$ cat src/verilog/ctm_pkg.sv
/*
 constants, register map and field layouts of the compact timer.
 assumes a single 125 MHz system clock and an 8-bit register port.
*/
// Overview of operation
// - 10-bit counter steps on each timer tick
// - period code meets bits 9..7, compare-A all
// - software clears counter only via on rising
// - overflow or selected match clears counter
// - pause holds count, release resumes counting
// - clock select picks one of seven tick sources, sub_clk on two codes
// - off holds count, on rising zeroes, runs
// - on rising restores initial output level, except in timer mode
// - period code zero is 1024, else code*128
// - period code zero lets counter overflow
// - clear select: period match or compare-A match
// - mode select: compare, pwm, timer; 01 undefined
// - compare-A match: hold, low, high or toggle
// - match to same level leaves pin unchanged
// - pwm: forced inactive, forced active, waveform
// - initial level or pwm active level bit
// - polarity bit inverts pin in compare and pwm modes only
// - swap bit exchanges period and duty sources
// - second pin is always inverse of first
// - counter read-only pair, compare-A read/write pair
// - low bytes pass through shared holding buffer
// - clear on compare-A suppresses period flag outside pwm mode
// - duty not below period gives full duty
package ctm_pkg;

    // ----------------------------------------------------------------
    // register port
    // ----------------------------------------------------------------
    localparam int REG_ADDR_W = 3;
    localparam logic [2:0] REG_CTL0 = 3'h0;
    localparam logic [2:0] REG_CTL1 = 3'h1;
    localparam logic [2:0] REG_CNT_LO = 3'h2;
    localparam logic [2:0] REG_CNT_HI = 3'h3;
    localparam logic [2:0] REG_CMPA_LO = 3'h4;
    localparam logic [2:0] REG_CMPA_HI = 3'h5;
    localparam logic [2:0] REG_FLAGS = 3'h6;
    localparam logic [7:0] CTL_RESET = 8'h00;
    localparam int FLG_A = 0;
    localparam int FLG_P = 1;

    // ----------------------------------------------------------------
    // field codes
    // ----------------------------------------------------------------
    localparam logic [2:0] CS_SYS4 = 3'h0;
    localparam logic [2:0] CS_SYS = 3'h1;
    localparam logic [2:0] CS_H16 = 3'h2;
    localparam logic [2:0] CS_H64 = 3'h3;
    localparam logic [2:0] CS_SUB0 = 3'h4;
    localparam logic [2:0] CS_SUB1 = 3'h5;
    localparam logic [2:0] CS_EXT_R = 3'h6;
    localparam logic [2:0] CS_EXT_F = 3'h7;
    localparam logic [1:0] MD_CMP = 2'h0;
    localparam logic [1:0] MD_PWM = 2'h2;
    localparam logic [1:0] MD_TC = 2'h3;
    localparam logic [1:0] IO_NONE = 2'h0;
    localparam logic [1:0] IO_LOW = 2'h1;
    localparam logic [1:0] IO_HIGH = 2'h2;
    localparam logic [1:0] IO_TOG = 2'h3;
    localparam logic [1:0] IO_INACT = 2'h0;
    localparam logic [1:0] IO_ACT = 2'h1;
    localparam logic [1:0] IO_WAVE = 2'h2;

    // ----------------------------------------------------------------
    // dividers
    // ----------------------------------------------------------------
    localparam logic [1:0] SYS4_LAST = 2'h3;
    localparam logic [3:0] H16_LAST = 4'hF;
    localparam logic [5:0] H64_LAST = 6'h3F;

    typedef struct packed {
        logic pause_control;
        logic [2:0] clock_select;
        logic counter_on;
        logic [2:0] period_compare_value;
    } ctm_ctl0_type;

    typedef struct packed {
        logic [1:0] operating_mode_select;
        logic [1:0] output_function_select;
        logic output_initial_level;
        logic output_polarity;
        logic period_duty_swap;
        logic counter_clear_select;
    } ctm_ctl1_type;

endpackage

$ cat src/verilog/ctm_compact_timer.sv
/*
 compact timer: 10-bit up counter, period and compare-A comparators,
 compare/pwm/timer modes, complementary output pin pair.
 assumes high_clk, sub_clk and external_clock_input are asynchronous
 and much slower than clk; registers are reached over a plain port.
*/
`timescale 1ns/100ps
module ctm_compact_timer
    import ctm_pkg::*;
#(
    parameter int CNT_W = 10
) (
    input wire logic clk,
    input wire logic reset_n,
    input wire logic [REG_ADDR_W-1:0] reg_addr,
    input wire logic [7:0] reg_wdata,
    input wire logic reg_wr,
    input wire logic reg_rd,
    output logic [7:0] reg_rdata,
    input wire logic high_clk,
    input wire logic sub_clk,
    input wire logic external_clock_input,
    output logic timer_output,
    output logic timer_output_inverted,
    output logic compare_a_flag,
    output logic period_match_flag
);

    // ----------------------------------------------------------------
    // elaboration check
    // ----------------------------------------------------------------
    // the high byte must hold the upper counter bits
    if (CNT_W < 9 || CNT_W > 16) begin : g_bad_width
        $error("ctm_compact_timer: CNT_W must lie in 9..16");
    end

    // ----------------------------------------------------------------
    // helpers
    // ----------------------------------------------------------------
    function automatic logic hit(input logic [2:0] a,
                                 input logic [2:0] idx);
        hit = (a == idx);
    endfunction

    // period length in ticks, code zero means full wrap
    function automatic logic [CNT_W:0] prd_len(input logic [2:0] rp);
        logic [CNT_W:0] r;
        r = '0;
        if (rp == 3'h0) begin
            r[CNT_W] = 1'b1;
        end else begin
            r[CNT_W-1 -: 3] = rp;
        end
        prd_len = r;
    endfunction

    function automatic logic [CNT_W:0] a_len(input logic [CNT_W-1:0] a);
        logic [CNT_W:0] r;
        r = {1'b0, a};
        if (a == '0) begin
            r[CNT_W] = 1'b1;
        end
        a_len = r;
    endfunction

    function automatic logic [7:0] hi_byte(input logic [CNT_W-1:0] v);
        logic [7:0] r;
        r = '0;
        r[CNT_W-9:0] = v[CNT_W-1:8];
        hi_byte = r;
    endfunction

    // ----------------------------------------------------------------
    // state
    // ----------------------------------------------------------------
    ctm_ctl0_type ctl0_q;
    ctm_ctl1_type ctl1_q;
    logic [CNT_W-1:0] cnt_q;
    logic [CNT_W-1:0] cmpa_q;
    logic [7:0] hold_q;
    logic [2:0] sync1_q;
    logic [2:0] sync2_q;
    logic [2:0] prev_q;
    logic [1:0] sys_div_q;
    logic [5:0] h_div_q;
    logic out_lvl_q;

    logic h_rise, sub_rise, ext_rise, ext_fall;
    logic tick_w, run_w, on_w, pause_w, on_rise_w;
    logic pwm_w, cclr_w, swap_w;
    logic [CNT_W:0] nxt_w, plen_w, alen_w, duty_w, per_w;
    logic p_hit_w, a_hit_w, clr_w, p_set_w, a_set_w;
    logic active_w, pwm_lvl_w, act_pin_w, full_w;
    logic [7:0] cnt_lo_w;
    logic [CNT_W-9:0] wd_hi_w;

    assign on_w = ctl0_q.counter_on;
    assign pause_w = ctl0_q.pause_control;
    assign run_w = on_w & ~pause_w;
    assign pwm_w = (ctl1_q.operating_mode_select == MD_PWM);
    assign cclr_w = ctl1_q.counter_clear_select;
    assign swap_w = ctl1_q.period_duty_swap;
    assign cnt_lo_w = cnt_q[7:0];
    assign wd_hi_w = reg_wdata[CNT_W-9:0];
    // software counter clear only through a 0 to 1 write of the on bit
    assign on_rise_w = reg_wr & hit(reg_addr, REG_CTL0)
                     & reg_wdata[3] & ~on_w;

    // ----------------------------------------------------------------
    // control registers
    // ----------------------------------------------------------------
    always_ff @(posedge clk or negedge reset_n) begin
        if (!reset_n) begin
            ctl0_q <= CTL_RESET;
        end else if (reg_wr && hit(reg_addr, REG_CTL0)) begin
            ctl0_q <= reg_wdata;
        end
    end

    always_ff @(posedge clk or negedge reset_n) begin
        if (!reset_n) begin
            ctl1_q <= CTL_RESET;
        end else if (reg_wr && hit(reg_addr, REG_CTL1)) begin
            ctl1_q <= reg_wdata;
        end
    end

    // ----------------------------------------------------------------
    // low byte holding buffer and compare-A pair
    // ----------------------------------------------------------------
    always_ff @(posedge clk or negedge reset_n) begin
        if (!reset_n) begin
            hold_q <= '0;
        end else if (reg_wr && hit(reg_addr, REG_CMPA_LO)) begin
            hold_q <= reg_wdata;
        end else if (reg_rd && hit(reg_addr, REG_CNT_HI)) begin
            hold_q <= cnt_q[7:0];
        end else if (reg_rd && hit(reg_addr, REG_CMPA_HI)) begin
            hold_q <= cmpa_q[7:0];
        end
    end

    // the low byte lands only when the high byte is written
    always_ff @(posedge clk or negedge reset_n) begin
        if (!reset_n) begin
            cmpa_q <= '0;
        end else if (reg_wr && hit(reg_addr, REG_CMPA_HI)) begin
            cmpa_q <= {wd_hi_w, hold_q};
        end
    end

    // ----------------------------------------------------------------
    // read port
    // ----------------------------------------------------------------
    // low bytes read the buffer, so the high byte must be read first
    always_ff @(posedge clk or negedge reset_n) begin
        if (!reset_n) begin
            reg_rdata <= '0;
        end else if (reg_rd) begin
            case (reg_addr)
                REG_CTL0: reg_rdata <= ctl0_q;
                REG_CTL1: reg_rdata <= ctl1_q;
                REG_CNT_LO: reg_rdata <= hold_q;
                REG_CNT_HI: reg_rdata <= hi_byte(cnt_q);
                REG_CMPA_LO: reg_rdata <= hold_q;
                REG_CMPA_HI: reg_rdata <= hi_byte(cmpa_q);
                REG_FLAGS: reg_rdata <= {6'h00, period_match_flag,
                                         compare_a_flag};
                default: reg_rdata <= '0;
            endcase
        end else begin
            reg_rdata <= '0;
        end
    end

    // ----------------------------------------------------------------
    // tick sources
    // ----------------------------------------------------------------
    always_ff @(posedge clk or negedge reset_n) begin
        if (!reset_n) begin
            sync1_q <= '0;
            sync2_q <= '0;
            prev_q <= '0;
        end else begin
            sync1_q <= {external_clock_input, sub_clk, high_clk};
            sync2_q <= sync1_q;
            prev_q <= sync2_q;
        end
    end

    assign h_rise = sync2_q[0] & ~prev_q[0];
    assign sub_rise = sync2_q[1] & ~prev_q[1];
    assign ext_rise = sync2_q[2] & ~prev_q[2];
    assign ext_fall = ~sync2_q[2] & prev_q[2];

    always_ff @(posedge clk or negedge reset_n) begin
        if (!reset_n) begin
            sys_div_q <= '0;
        end else begin
            sys_div_q <= sys_div_q + 2'h1;
        end
    end

    always_ff @(posedge clk or negedge reset_n) begin
        if (!reset_n) begin
            h_div_q <= '0;
        end else if (h_rise) begin
            h_div_q <= h_div_q + 6'h01;
        end
    end

    always_comb begin
        case (ctl0_q.clock_select)
            CS_SYS4: tick_w = (sys_div_q == SYS4_LAST);
            CS_SYS: tick_w = 1'b1;
            CS_H16: tick_w = h_rise & (h_div_q[3:0] == H16_LAST);
            CS_H64: tick_w = h_rise & (h_div_q == H64_LAST);
            CS_SUB0, CS_SUB1: tick_w = sub_rise;
            CS_EXT_R: tick_w = ext_rise;
            CS_EXT_F: tick_w = ext_fall;
            default: tick_w = 1'b0;
        endcase
    end

    // ----------------------------------------------------------------
    // comparators
    // ----------------------------------------------------------------
    assign nxt_w = {1'b0, cnt_q} + 1'b1;
    assign plen_w = prd_len(ctl0_q.period_compare_value);
    assign alen_w = a_len(cmpa_q);
    // a match is seen on the tick that would reach the value,
    // so the count runs 0..len-1 and the period is len ticks
    assign p_hit_w = (nxt_w == plen_w);
    assign a_hit_w = (nxt_w == alen_w);
    always_comb begin
        if (pwm_w) begin
            clr_w = swap_w ? a_hit_w : p_hit_w;
        end else begin
            clr_w = cclr_w ? a_hit_w : p_hit_w;
        end
    end
    assign p_set_w = tick_w & run_w & p_hit_w
                   & (pwm_w | ~cclr_w);
    // an all-zero compare-A only wraps and raises nothing
    assign a_set_w = tick_w & run_w & a_hit_w & (cmpa_q != '0);

    // ----------------------------------------------------------------
    // counter
    // ----------------------------------------------------------------
    always_ff @(posedge clk or negedge reset_n) begin
        if (!reset_n) begin
            cnt_q <= '0;
        end else if (on_rise_w) begin
            cnt_q <= '0;
        end else if (tick_w && run_w) begin
            if (clr_w) begin
                cnt_q <= '0;
            end else begin
                cnt_q <= nxt_w[CNT_W-1:0];
            end
        end
    end

    // ----------------------------------------------------------------
    // sticky match flags, write one to clear, set wins
    // ----------------------------------------------------------------
    always_ff @(posedge clk or negedge reset_n) begin
        if (!reset_n) begin
            compare_a_flag <= 1'b0;
            period_match_flag <= 1'b0;
        end else begin
            compare_a_flag <= a_set_w | (compare_a_flag & ~(reg_wr
                & hit(reg_addr, REG_FLAGS) & reg_wdata[FLG_A]));
            period_match_flag <= p_set_w | (period_match_flag & ~(reg_wr
                & hit(reg_addr, REG_FLAGS) & reg_wdata[FLG_P]));
        end
    end

    // ----------------------------------------------------------------
    // pwm waveform
    // ----------------------------------------------------------------
    assign per_w = swap_w ? alen_w : plen_w;
    assign duty_w = swap_w ? plen_w : alen_w;
    // duty at or above period keeps the level active all period
    assign active_w = ({1'b0, cnt_q} < duty_w);
    always_comb begin
        case (ctl1_q.output_function_select)
            IO_INACT: pwm_lvl_w = ~ctl1_q.output_initial_level;
            IO_ACT: pwm_lvl_w = ctl1_q.output_initial_level;
            IO_WAVE: pwm_lvl_w = ~(active_w
                                 ^ ctl1_q.output_initial_level);
            default: pwm_lvl_w = ~ctl1_q.output_initial_level;
        endcase
    end
    assign act_pin_w = ctl1_q.output_initial_level ^ ctl1_q.output_polarity;
    assign full_w = pwm_w & (ctl1_q.output_function_select == IO_WAVE)
                  & (duty_w >= per_w) & ({1'b0, cnt_q} < per_w);

    // ----------------------------------------------------------------
    // compare-match output level
    // ----------------------------------------------------------------
    // driving the level already held looks like no change on the pin
    always_ff @(posedge clk or negedge reset_n) begin
        if (!reset_n) begin
            out_lvl_q <= 1'b0;
        end else if (on_rise_w && ctl1_q.operating_mode_select != MD_TC) begin
            out_lvl_q <= ctl1_q.output_initial_level;
        end else if (ctl1_q.operating_mode_select == MD_CMP && a_set_w) begin
            case (ctl1_q.output_function_select)
                IO_LOW: out_lvl_q <= 1'b0;
                IO_HIGH: out_lvl_q <= 1'b1;
                IO_TOG: out_lvl_q <= ~out_lvl_q;
                default: out_lvl_q <= out_lvl_q;
            endcase
        end
    end

    // ----------------------------------------------------------------
    // output pins
    // ----------------------------------------------------------------
    // timer mode and the undefined mode just hold the last level
    always_ff @(posedge clk or negedge reset_n) begin
        if (!reset_n) begin
            timer_output <= 1'b0;
            timer_output_inverted <= 1'b1;
        end else if (pwm_w) begin
            timer_output <= pwm_lvl_w ^ ctl1_q.output_polarity;
            timer_output_inverted <= ~(pwm_lvl_w
                                     ^ ctl1_q.output_polarity);
        end else if (ctl1_q.operating_mode_select == MD_CMP) begin
            timer_output <= out_lvl_q ^ ctl1_q.output_polarity;
            timer_output_inverted <= ~(out_lvl_q
                                     ^ ctl1_q.output_polarity);
        end
    end
endmodule

$ cat config.mk
export PLATFORM = sky130hd
export DESIGN_NAME = ctm_compact_timer
export DESIGN_NICKNAME = d
export VERILOG_FILES = /design/src/verilog/ctm_pkg.sv /design/src/verilog/ctm_compact_timer.sv
export SDC_FILE = /design/constraint.sdc
export NUM_CORES = 1
export LEC_CHECK = 0
export BUFFER_PORTS_ARGS = -buffer_cell sky130_fd_sc_hd__buf_2
export CAP_MARGIN = 0
export CORE_MARGIN = 10
export CORE_UTILIZATION = 30
export CTS_CLUSTER_DIAMETER = 120
export DETAILED_ROUTE_END_ITERATION = 10
export SLEW_MARGIN = 20
export SYNTH_ARGS = -nofsm -noshare
export SYNTH_HDL_FRONTEND = slang
export SYNTH_SLANG_ARGS = --single-unit
export TNS_END_PERCENT = 50
$ cat constraint.sdc
create_clock -name clk -period 3.4 [get_ports clk]
set_clock_uncertainty 0.2 [all_clocks]
set_input_delay 0.17 -clock clk [delete_from_list [all_inputs] [get_ports clk]]
set_output_delay 0.17 -clock clk [all_outputs]
set_load 0.05 [all_outputs]
# After elaboration in Yosys (flattened, before gate mapping)
# Index checks and enable logic that the tools add are counted.
# op_classes
shift	0
mux	24
addsub	3
n_reduce_logical	23
bitwise	40
n_div	0
multipliers	0
magnitude_cmp	1
eq_ne	23
# ops
cell	count
8-bit case mux with 6 select lines	1
8-bit two-way mux	4
10-bit two-way mux	3
11-bit equality test	2
3-bit equality test (second input constant)	7
1-bit bitwise AND	20
1-bit NOT	14
3-bit by 2-bit equality test with 1-bit output (second input constant)	4
10-bit by 1-bit adder with 11-bit output (second input constant)	1
10-bit by 11-bit less-than comparator with 1-bit output	1
1-bit two-way mux	11
11-bit two-way mux	1
10-bit zero test	1
10-bit nonzero test	1
1-bit logical AND	9
3-bit zero test	3
2-bit equality test (second input constant)	4
1-bit case mux with 7 select lines	1
6-bit by 1-bit adder with 6-bit output (second input constant)	1
3-bit by 1-bit equality test with 1-bit output (second input constant)	2
6-bit equality test (second input constant)	1
2-bit nonzero test	3
4-bit equality test (second input constant)	1
4-bit nonzero test	1
other kinds (12)	17
# totals
inputBits	18
ff_bits	74
ramBits	0
mem_count	0
latch_bits	0
mem_bits_ro	0
wordCells	138
out_inout_bits	12

# Depth between registers and ports, before layout
# Gate-level depths: netlist (run 1).
# logic_depth
word_depth	10
mapped_depth	10
depth_no_buf	9

# Worst setup path after synthesis (run 1)
# Ideal clock, no wire load.
# synth_timing
kind	reg-to-reg
startpoint	register ctl1_q, in the netlist swap_w
endpoint	register timer_output_inverted
n_path_buf	1
setup_slack_ps	553
arrival_ps	2563
setup_time_ps	84
required_time_ps	3116
path_stages_with_launch	10
path_cell_list	dfrtp_1 > clkbuf_1 > mux2i_1 > ha_1 > a21o_1 > a2111oi_0 > a2111oi_0 > a211oi_1 > mux2i_1 > nor3b_1
# synth_between
elab_chain_len	8
# synth_rtl
item	line_no	rtl
start: declaration	ctm_compact_timer.sv:77	ctm_ctl1_type ctl1_q;
start signal: assignment	ctm_compact_timer.sv:124	ctl1_q <= reg_wdata;
11-bit two-way mux	ctm_compact_timer.sv:283	assign duty_w = swap_w ? plen_w : alen_w;
10-bit by 11-bit less-than comparator with 1-bit output	ctm_compact_timer.sv:285	assign active_w = ({1'b0, cnt_q} < duty_w);
1-bit XOR	ctm_compact_timer.sv:291	^ ctl1_q.output_initial_level);
1-bit NOT	ctm_compact_timer.sv:290	IO_WAVE: pwm_lvl_w = ~(active_w
1-bit case mux with 2 select lines	ctm_compact_timer.sv:287	case (ctl1_q.output_function_select)
1-bit XOR	ctm_compact_timer.sv:329	^ ctl1_q.output_polarity);
1-bit NOT	ctm_compact_timer.sv:328	timer_output_inverted <= ~(pwm_lvl_w
1-bit two-way mux	ctm_compact_timer.sv:326	end else if (pwm_w) begin
end signal: assignment	ctm_compact_timer.sv:328	
end signal: assignment	ctm_compact_timer.sv:332	timer_output_inverted <= ~(out_lvl_q
end: declaration	ctm_compact_timer.sv:24	output logic timer_output_inverted,
# Every way passes these cells.
# A chain may end at the register's enable or synchronous reset.

# Final worst setup path (run 1)
# Ends and elaborated chain as after synthesis.

==> results of run 1 <==
-- cells by family after synthesis --
kind of cell | count (synthesis)
multiplexers | 46
AO/OA/AOI/OAI | 102
XOR/XNOR | 16
AND/OR/NAND/NOR | 182
flip-flops | 74
adder cells (fa/ha/maj) | 16
buffers and inverters | 41
-- layout make-up --
cell class / instances / area, um^2
Timing Repair Buffer: 50 / 335
Multi-Input combinational cell: 362 / 2440
Sequential cell: 74 / 1850
Clock inverter: 6 / 42.5
Clock buffer: 10 / 229
Inverter: 13 / 48.8
Tap cell: 184 / 230
Fill cell: 1452 / 9410
-- per-stage QoR --
step | setup slack [ns] | instance area [um^2]
global route | 0.00873 | 5180
floorplan | 0.553 | 4480
global placement | 0.307 | 4790
finish | 0.246 | 5180
CTS | 0.00692 | 5180
detailed placement | 0.0206 | 4790
-- power by group --
part           internal [mW]  leakage [nW]  switching, mW
Combinational          0.540          1.20          0.689
Sequential              1.09         0.939          0.322
Clock                  0.495         0.129          0.389
-- worst reg2reg max path: cells and delay by family (launching register included) --
family,cells,cell delay [ns]
AOI/OAI and AO/OA,4,1.38
muxes,2,0.51
DFF,1,0.52
adders and majority gates,1,0.27
and+or+nand+nor,1,0.21
-- state kept, by name (all words and copies together) (netlist names), 6 cells and up --
name,flops
cmpa_q,10
cnt_q,10
ctl0_q,6
ctl1_q,6
h_div_q,6
hold_q,8
reg_rdata,8
-- layout by cell type (no fill, tap or decap), types with 11 or more instances in the layout --
cell	synthesis	final
mux2_2	26	26
nand2_1	51	51
ha_1	15	15
nand2b_1	11	11
buf_2	5	28
nor2_1	42	42
nand3_1	19	19
dlygate4sd3_1	0	12
nor2b_1	12	12
inv_1	13	13
o21ai_0	29	29
a21oi_1	16	16
mux2i_1	20	20
dfrtp_1	73	72
-- worst min path at each step --
stage | startpoint | endpoint | slack (ns) | cells past startpoint
floorplan | reset_n | cclr_w | -0.33 | 0
global placement | sub_clk | sync1_q[1] | 0.08 | 1
detailed placement | external_clock_input | sync1_q[2] | 0.08 | 1
CTS | reg_wr | compare_a_flag | 0.02 | 4
global route | reg_wr | compare_a_flag | 0.07 | 4
finish | reg_wr | compare_a_flag | 0.03 | 4
-- per-layer routing --
layer / part of all wire / vias to the layer above
li1: - / 1789
met1: 0.48 / 1809
met2: 0.45 / 102
met3: 0.048 / 23
met4: 0.023 / 0
met5: 0 / -
-- timing repair --
action / in CTS / in global routing
setup endpoints to repair: 0 / 2
endpoints found under the hold margin: 94 / 0
hold buffers: 12 / 0
resized for setup: 0 / 2
==> metrics.md, run 1 <==
| Metric | Value |
|---|---|
| Top cells by count, synth | `dfrtp_1 (73), nand2_1 (51), nor2_1 (42)` |
| Synth top area share | `0.408` |
| EDFF count, synth | `0` |
| Mux contribution to synthesized area | `0.110` |
| Total Die Area | `20200 um^2` |
| Initial core utilization | `0.307` |
| Levels on crit path | `8` |
| Period utilization | `0.928` |
| Worst slew pin tran | `0.917 ns` |
| Die span in y | `142 um` |
| Clock transition at path regs | `0.06 ns` |
| Distinct cell type count after synthesis | `60` |
| CTS H-tree depth | `3` |
| Critical path endpoint category | `flop` |
| Net count, final | `543` |
| Worst-Skew Late Latency | `0.34 ns` |
| # setup viols final | `0` |
| CTS tree | `yes` |
| First-pass GRT wire length | `19100 um` |
| Worst path cell trace | `mux2i_1 -> ha_1 -> a21o_1 -> a2111oi_1 -> a2111oi_0 -> a211oi_1 -> mux2i_1 -> nor3b_1` |
| Non-Filler Instances | `699` |
| Routed WL | `11600 um` |
| Port Buffers | `29` |
| Post-Synthesis Cells | `477` |
| Most Crowded Layer GR | `met2` |
| Status | `finished, final reports clean` |
| Initial antenna violation count | `0` |
| Adder-cell share of the synthesized area | `0.0441` |
| Syn nets | `510` |
| Hold WS | `0.0282 ns` |
| Top post-synthesis cells by area | `dfrtp_1 (41%), mux2_2 (6.5%), mux2i_1 (4.5%)` |
| Setup crit start | `swap_w` |
| Synthesized flop and latch total | `74` |
| Worst setup path end | `timer_output_inverted` |
| Number of diodes | `0` |
| Vias/cell | `5.33` |
| Placed Instances | `671` |
| Leakage | `2.27 nW` |
| # IOs | `30` |
| Root buf cell | `clkbuf_16` |
| Largest net degree at the start of global routing | `75` |
| Count leader, synth | `dfrtp_1` |
| Worst r2r path cells | `8` |
| Setup bufs post-CTS | `0` |
| Residual DRC count | `0` |
| First-pass DRT Iterations | `5` |
| Critical path class | `reg -> reg` |
| Global placement routability congestion | `0.903` |
| Detailed Route Iter0 Violations | `273` |
| Post-Synth Simple-Gate Area | `0.208` |
| R2R Path Start | `swap_w` |
| Synth Flop Type | `dfrtp_1` |
| Clock sinks | `74` |
| Worst Path Max Fanout | `15` |
| Final HPWL DP | `8610 um` |
| Row Count | `44` |
| Pwr dens | `681 nW/um^2` |
| Clk buf depth | `2` |
| Post-route ant nets | `0` |
| Worst R2R End | `timer_output_inverted` |
| Met3 Usage GRT | `0.0287` |
| Post-synthesis xor/xnor area fraction | `0.0313` |
| Main combinational cell family by area after synthesis | `simple AND/OR/NAND/NOR gates` |
| Total CTS buffers | `9` |
| Worst Path Arrival | `3.21 ns` |
| Final hold vios | `0` |
| CORE AREA | `14600 um^2` |
| Max Cap Violations | `0` |
| Remaining global-route overflow | `0` |
| Die span in x | `142 um` |
| Vias in the first global route | `3677` |
| Worst path slowest cell | `a2111oi_1` |
| Slew margin rel. | `0.389` |
| Synth async-reset ratio | `1.00` |
| Slowest cell delay on critical path | `0.63 ns` |
| Finished Core Util | `0.355` |
| Post-synthesis compound-gate area fraction | `0.151` |
| Synthesized cell area | `4480 um^2` |
| Grt met2 use | `0.176` |
| Synth area leader | `dfrtp_1` |
| Slew Viols, Final | `0` |
| Highest achievable clock rate | `0.317 GHz` |
| Crit path buf inv count | `0` |
| Vias | `3723` |
| P&R area growth vs syn | `15.7%` |
| Setup TNS | `0 ns` |
| Post-synthesis sequential area ratio | `0.414` |
| Total global-route track usage | `0.116` |
| Tot Pwr | `3.53 mW` |
| Routed length per instance | `16.6 um` |
| RSZ-0062 raised after global routing | `no` |
| Fin crit period | `3.15 ns` |
| Required @ worst endpoint | `3.46 ns` |
| Cell mode on critical path | `mux2i_1` |
| Layout cells sized above 1 | `0.173` |
| Flop-to-flop setup slack | `0.25 ns` |
| HP Class | `in -> reg` |
| Met1 layer usage reported by global route | `0.157` |
| Startpoint Class | `flop` |
| Post-Syn Area per Cell | `9.39 um^2` |
| Synth Warn # | `0` |
| Delay-heaviest family, CP | `compound AO/OA/AOI/OAI gates` |
| VDD IR max | `0.000338 V` |
Power figures use the tool's default switching activity.
==> run 2, diff against run 1 <==
Clock period 3.4 ns to 4.1 ns, I/O delays scaled along.
==> run 2 against run 1 <==
Net effect: cell area fell by 0.46%; via count barely moved; worst setup slack improved by 0.68 ns; register-to-register slack improved by 0.68 ns; count of clock-buffer cells in the layout did not move; critical path depth did not move; first-iteration DRC count fell by 22%; maximum frequency fell by 0.61%; core utilization fell by 0.16 points; non-clock buffer count fell by 8; global-route usage rose by 0.072 points; critical path type unchanged; largest cell class unchanged.
==> metrics.md, run 2 (synthesis results as in run 1) <==
| Metric | Value |
|---|---|
| Largest registers | `cmpa_q: 10 flops, cnt_q: 10 flops` |
| Vias in the first global route | `3740` |
| Post-cts resize count | `0` |
| Residual DRC count | `0` |
| CTS tree | `yes` |
| Worst-Skew Late Latency | `0.34 ns` |
| Worst Path Max Fanout | `13` |
| Number of diodes | `0` |
| Vias | `3720` |
| Period utilization | `0.774` |
| Critical path class | `reg -> reg` |
| Net count, final | `535` |
| CORE AREA | `14600 um^2` |
| RSZ-0062 raised after global routing | `no` |
| First-pass GRT wire length | `19300 um` |
| Critical path endpoint category | `flop` |
| Final hold vios | `0` |
| Slew margin rel. | `0.393` |
| Leakage | `2.25 nW` |
| Worst Path Arrival | `3.25 ns` |
| Total Die Area | `20200 um^2` |
| Hold WS | `0.0720 ns` |
| Slew Viols, Final | `0` |
| Placed Instances | `663` |
| # setup viols final | `0` |
| Row Count | `44` |
| Worst slew pin tran | `0.910 ns` |
| Port Buffers | `29` |
| Startpoint Class | `flop` |
| P&R area growth vs syn | `15.1%` |
| Commonest non-fill, non-tap cells in the layout | `dfrtp_1 (73), nand2_1 (51), nor2_1 (42)` |
| Clock sinks | `74` |
| Clock transition at path regs | `0.06 ns` |
| First-pass DRT Iterations | `5` |
| Max Cap Violations | `0` |
| Global placement routability congestion | `0.918` |
| Status | `finished, final reports clean` |
| CTS H-tree depth | `3` |
| Largest net degree at the start of global routing | `75` |
| Non-Filler Instances | `691` |
| Setup TNS | `0 ns` |
| Highest achievable clock rate | `0.315 GHz` |
| Die span in y | `142 um` |
| HP Class | `in -> reg` |
| VDD IR max | `0.000306 V` |
| Initial antenna violation count | `0` |
| Tot Pwr | `2.98 mW` |
| Routed WL | `11500 um` |
| Detailed Route Iter0 Violations | `212` |
| Vias/cell | `5.38` |
| # IOs | `30` |
| Clk buf depth | `2` |
| Remaining global-route overflow | `0` |
| Initial core utilization | `0.307` |
| Layout cells sized above 1 | `0.160` |
| Commonest non-fill, non-tap cell in the layout | `dfrtp_1` |
| Total global-route track usage | `0.117` |
| Fin crit period | `3.17 ns` |
| Routed length per instance | `16.6 um` |
| Final HPWL DP | `8540 um` |
| Die span in x | `142 um` |
| Pwr dens | `577 nW/um^2` |
| Post-route ant nets | `0` |
| Root buf cell | `clkbuf_16` |
| Total CTS buffers | `9` |
| Required @ worst endpoint | `4.17 ns` |
[run 2: layer usage]
metal	global-route usage	share of wire	vias to the layer above
met3	0.0270	0.050	15
met4	0.0339	0.016	0
met2	0.178	0.45	99
met1	0.161	0.48	1831
li1	-	-	1775
met5	0	0	-
[run 2: layout make-up]
| type | instances | area, um^2 |
|---|---|---|
| sequential | 74 | 1850 |
| inverter | 13 | 48.8 |
| timing repair buffer | 42 | 275 |
| clock buffer | 10 | 239 |
| multi-input combinational | 362 | 2440 |
| tap | 184 | 230 |
| fill | 1452 | 9430 |
| clock inverter | 6 | 71.3 |
[run 2: per-stage QoR]
step,utilization,worst slack (ns),instance area (um^2)
4_1_cts,0.354,0.922,5160
3_5_place_dp,0.324,0.944,4730
5_1_grt,0.354,0.645,5160
6_report,0.354,0.927,5160
2_1_floorplan,-,1.25,4480
3_3_place_gp,0.324,1.02,4730
[run 2: repair_timing]
item                                   4_1_cts  5_1_grt
hold buffers                                12        0
endpoints found under the hold margin       93        0
buffers inserted                             0        0
[run 2: power by group]
part / internal (mW) / switching [mW] / leakage (nW) / total (mW)
sequential: 0.904 / 0.307 / 0.940 / 1.21
clock: 0.496 / 0.331 / 0.151 / 0.826
combinational: 0.422 / 0.517 / 1.16 / 0.939
[run 2: path summary, 6_finish.rpt]
kind	from	to	slack [ns]	depth (start not counted)
max	cnt_q[0]	out_lvl_q	0.93	8
min	reg_wr	compare_a_flag	0.07	4
max reg2reg	cnt_q[0]	out_lvl_q	0.93	8
min reg2reg	sync1_q[0]	sync2_q[0]	0.15	0
max in group asynchronous	reset_n	cnt_q[3]	2.77	2
min in group asynchronous	reset_n	h_div_q[4]	0.36	2
[run 2: critical path, cell delays in order, from the launching register on]
cell	delay (ns)
dfrtp_1	0.61
ha_1	0.33
nand3_1	0.22
o21ai_0	0.37
a31oi_1	0.13
nor3b_1	0.44
nand3_1	0.19
or4b_1	0.54
nand3_1	0.09
==> run 3, diff against run 2 <==
Clock period 4.1 ns to 3.1 ns, I/O delays scaled along.
==> run 3 against run 2 <==
Net effect: critical path depth stayed put; core utilization is 1.1 points higher; largest cell class unchanged; cell area is 3.0% higher; global-route usage is 0.64 points higher; first-iteration DRC count is 29% higher; non-clock buffer count is 22 higher; critical endpoint unchanged; count of clock-buffer cells in the layout is 1 lower.
==> metrics.md, run 3 (synthesis results as in run 1) <==
| Metric | Value |
|---|---|
| Status | `finished, final reports clean` |
| Int Power | `2.48 mW` |
| Worst R2R End | `out_lvl_q` |
| Clock transition at path regs | `0.06 ns` |
| Critical path class | `reg -> reg` |
| CTS H-tree depth | `3` |
| Clock power share | `0.260` |
| Layout cells sized above 1 | `0.197` |
| Worst Path Arrival | `2.97 ns` |
| Detailed Route Iter0 Violations | `274` |
| Flop-to-flop setup slack | `0.21 ns` |
| Layout fillers | `1442` |
| HP Class | `in -> reg` |
| Max Cap Violations | `0` |
| Row Count | `44` |
| Routed WL | `12300 um` |
| First-pass DRT Iterations | `5` |
| Largest registers | `cmpa_q: 10 flops, cnt_q: 10 flops` |
| Post-route ant nets | `0` |
| Period utilization | `0.932` |
| Routed length per instance | `17.3 um` |
| Largest net degree at the start of global routing | `75` |
| Vias in the first global route | `3880` |
| Cells on Worst Hold Path | `3` |
| Highest achievable clock rate | `0.346 GHz` |
| Total global-route track usage | `0.123` |
| Port Buffers | `29` |
| Total CTS buffers | `9` |
| Pwr dens | `762 nW/um^2` |
| Hold Path Origin | `reg_wr` |
| Final hold vios | `0` |
| Worst r2r path cells | `8` |
| Die span in x | `142 um` |
| Sequential Power Share | `0.373` |
| Hold EP | `period_match_flag` |
| Root buf cell | `clkbuf_16` |
| Number of diodes | `0` |
| Commonest non-fill, non-tap cell in the layout | `dfrtp_1` |
| P&R area growth vs syn | `18.6%` |
| Net count, final | `557` |
| FF+latch area | `1850 um^2` |
| Worst-Skew Late Latency | `0.34 ns` |
| Worst slew pin tran | `0.904 ns` |
| VDD IR max | `0.000350 V` |
| Fin crit period | `2.89 ns` |
| Initial core utilization | `0.307` |
| Clock sinks | `74` |
| Remaining global-route overflow | `0` |
| Leakage | `2.35 nW` |
| Final HPWL DP | `9130 um` |
| Finished Core Util | `0.364` |
| Required @ worst endpoint | `3.18 ns` |
| Switching share of power | `0.388` |
| CORE AREA | `14600 um^2` |
| CTS tree | `yes` |
| Vias | `3846` |
| First-pass GRT wire length | `20200 um` |
| Residual DRC count | `0` |
| Critical path endpoint category | `flop` |
| Die span in y | `142 um` |
| Clk buf depth | `2` |
| Gate power share | `0.367` |
| Vias/cell | `5.40` |
| Setup bufs post-CTS | `0` |
| Startpoint Class | `flop` |
| Setup TNS | `0 ns` |
| # IOs | `30` |
| Total Die Area | `20200 um^2` |
| Tot Pwr | `4.05 mW` |
| P_sw | `1.57 mW` |
| Initial antenna violation count | `0` |
| Multi-input logic area | `2440 um^2` |
| Slew margin rel. | `0.397` |
| Global placement routability congestion | `0.848` |
| Commonest non-fill, non-tap cells in the layout | `dfrtp_1 (72), nand2_1 (51), nor2_1 (42)` |
| Slew Viols, Final | `0` |
| RSZ-0062 raised after global routing | `no` |
| # setup viols final | `0` |
| Worst Path Max Fanout | `7` |
| R2R Path Start | `cnt_q[1]` |
==> run 3: layout make-up <==
type,instances,area share
multi-input combinational,362,0.460
sequential,74,0.349
timing repair buffer,64,0.0829
tap,184,0.0433
clock buffer,9,0.0424
clock inverter,6,0.0127
inverter,13,0.00919
==> run 3: timing repair <==
item	CTS	global route
gates resized for setup	0	3
endpoints found under the hold margin	94	0
hold buffers	12	0
endpoints found under the setup margin	0	7
==> run 3: critical path, stage by stage, from the launching register on <==
cell      delay, ns
dfrtp_1        0.46
ha_1           0.30
nand3_1        0.26
or3_1          0.43
o221ai_1       0.22
a31o_2         0.18
nand3_1        0.12
or4b_1         0.56
nand3_1        0.10
==> run 3: through the flow <==
stage / cells / hold slack [ns] / area [um^2] / setup slack (ns)
after global placement: 685 / 0.0660 / 4890 / 0.231
final: 712 / 0.0649 / 5310 / 0.209
after floorplan: 477 / -0.341 / 4480 / 0.253
after detailed placement: 685 / 0.0651 / 4890 / 0.178
after global routing: 712 / 0.0610 / 5310 / 0.0336
after CTS: 712 / 0.0487 / 5310 / 0.176
==> run 3: worst max-delay path by stage <==
stage | startpoint | end
CTS | cnt_q[1] | cnt_q[2]
detailed placement | cnt_q[1] | cnt_q[2]
global placement | swap_w | timer_output_inverted
finish | cnt_q[1] | out_lvl_q
global route | cnt_q[1] | cnt_q[8]
floorplan | swap_w | timer_output_inverted
==> run 3: per-layer routing <==
| metal | routed length (um) | track usage | up-vias |
|---|---|---|---|
| li1 | - | - | 1820 |
| met2 | 5650 | 0.192 | 111 |
| met5 | 0 | 0 | - |
| met3 | 700 | 0.0290 | 16 |
| met1 | 5790 | 0.167 | 1899 |
| met4 | 152 | 0.0339 | 0 |
==> run 3: power groups by stage <==
| stage | Combinational (mW) | Clock (mW) | Sequential [mW] |
|---|---|---|---|
| after CTS | 1.48 | 1.07 | 1.50 |
| final | 1.49 | 1.05 | 1.51 |
| after floorplan | 1.01 | 0 | 1.49 |
| after global routing | 1.65 | 1.11 | 1.54 |
| after global placement | 1.41 | 0 | 1.51 |
| after detailed placement | 1.45 | 0 | 1.52 |
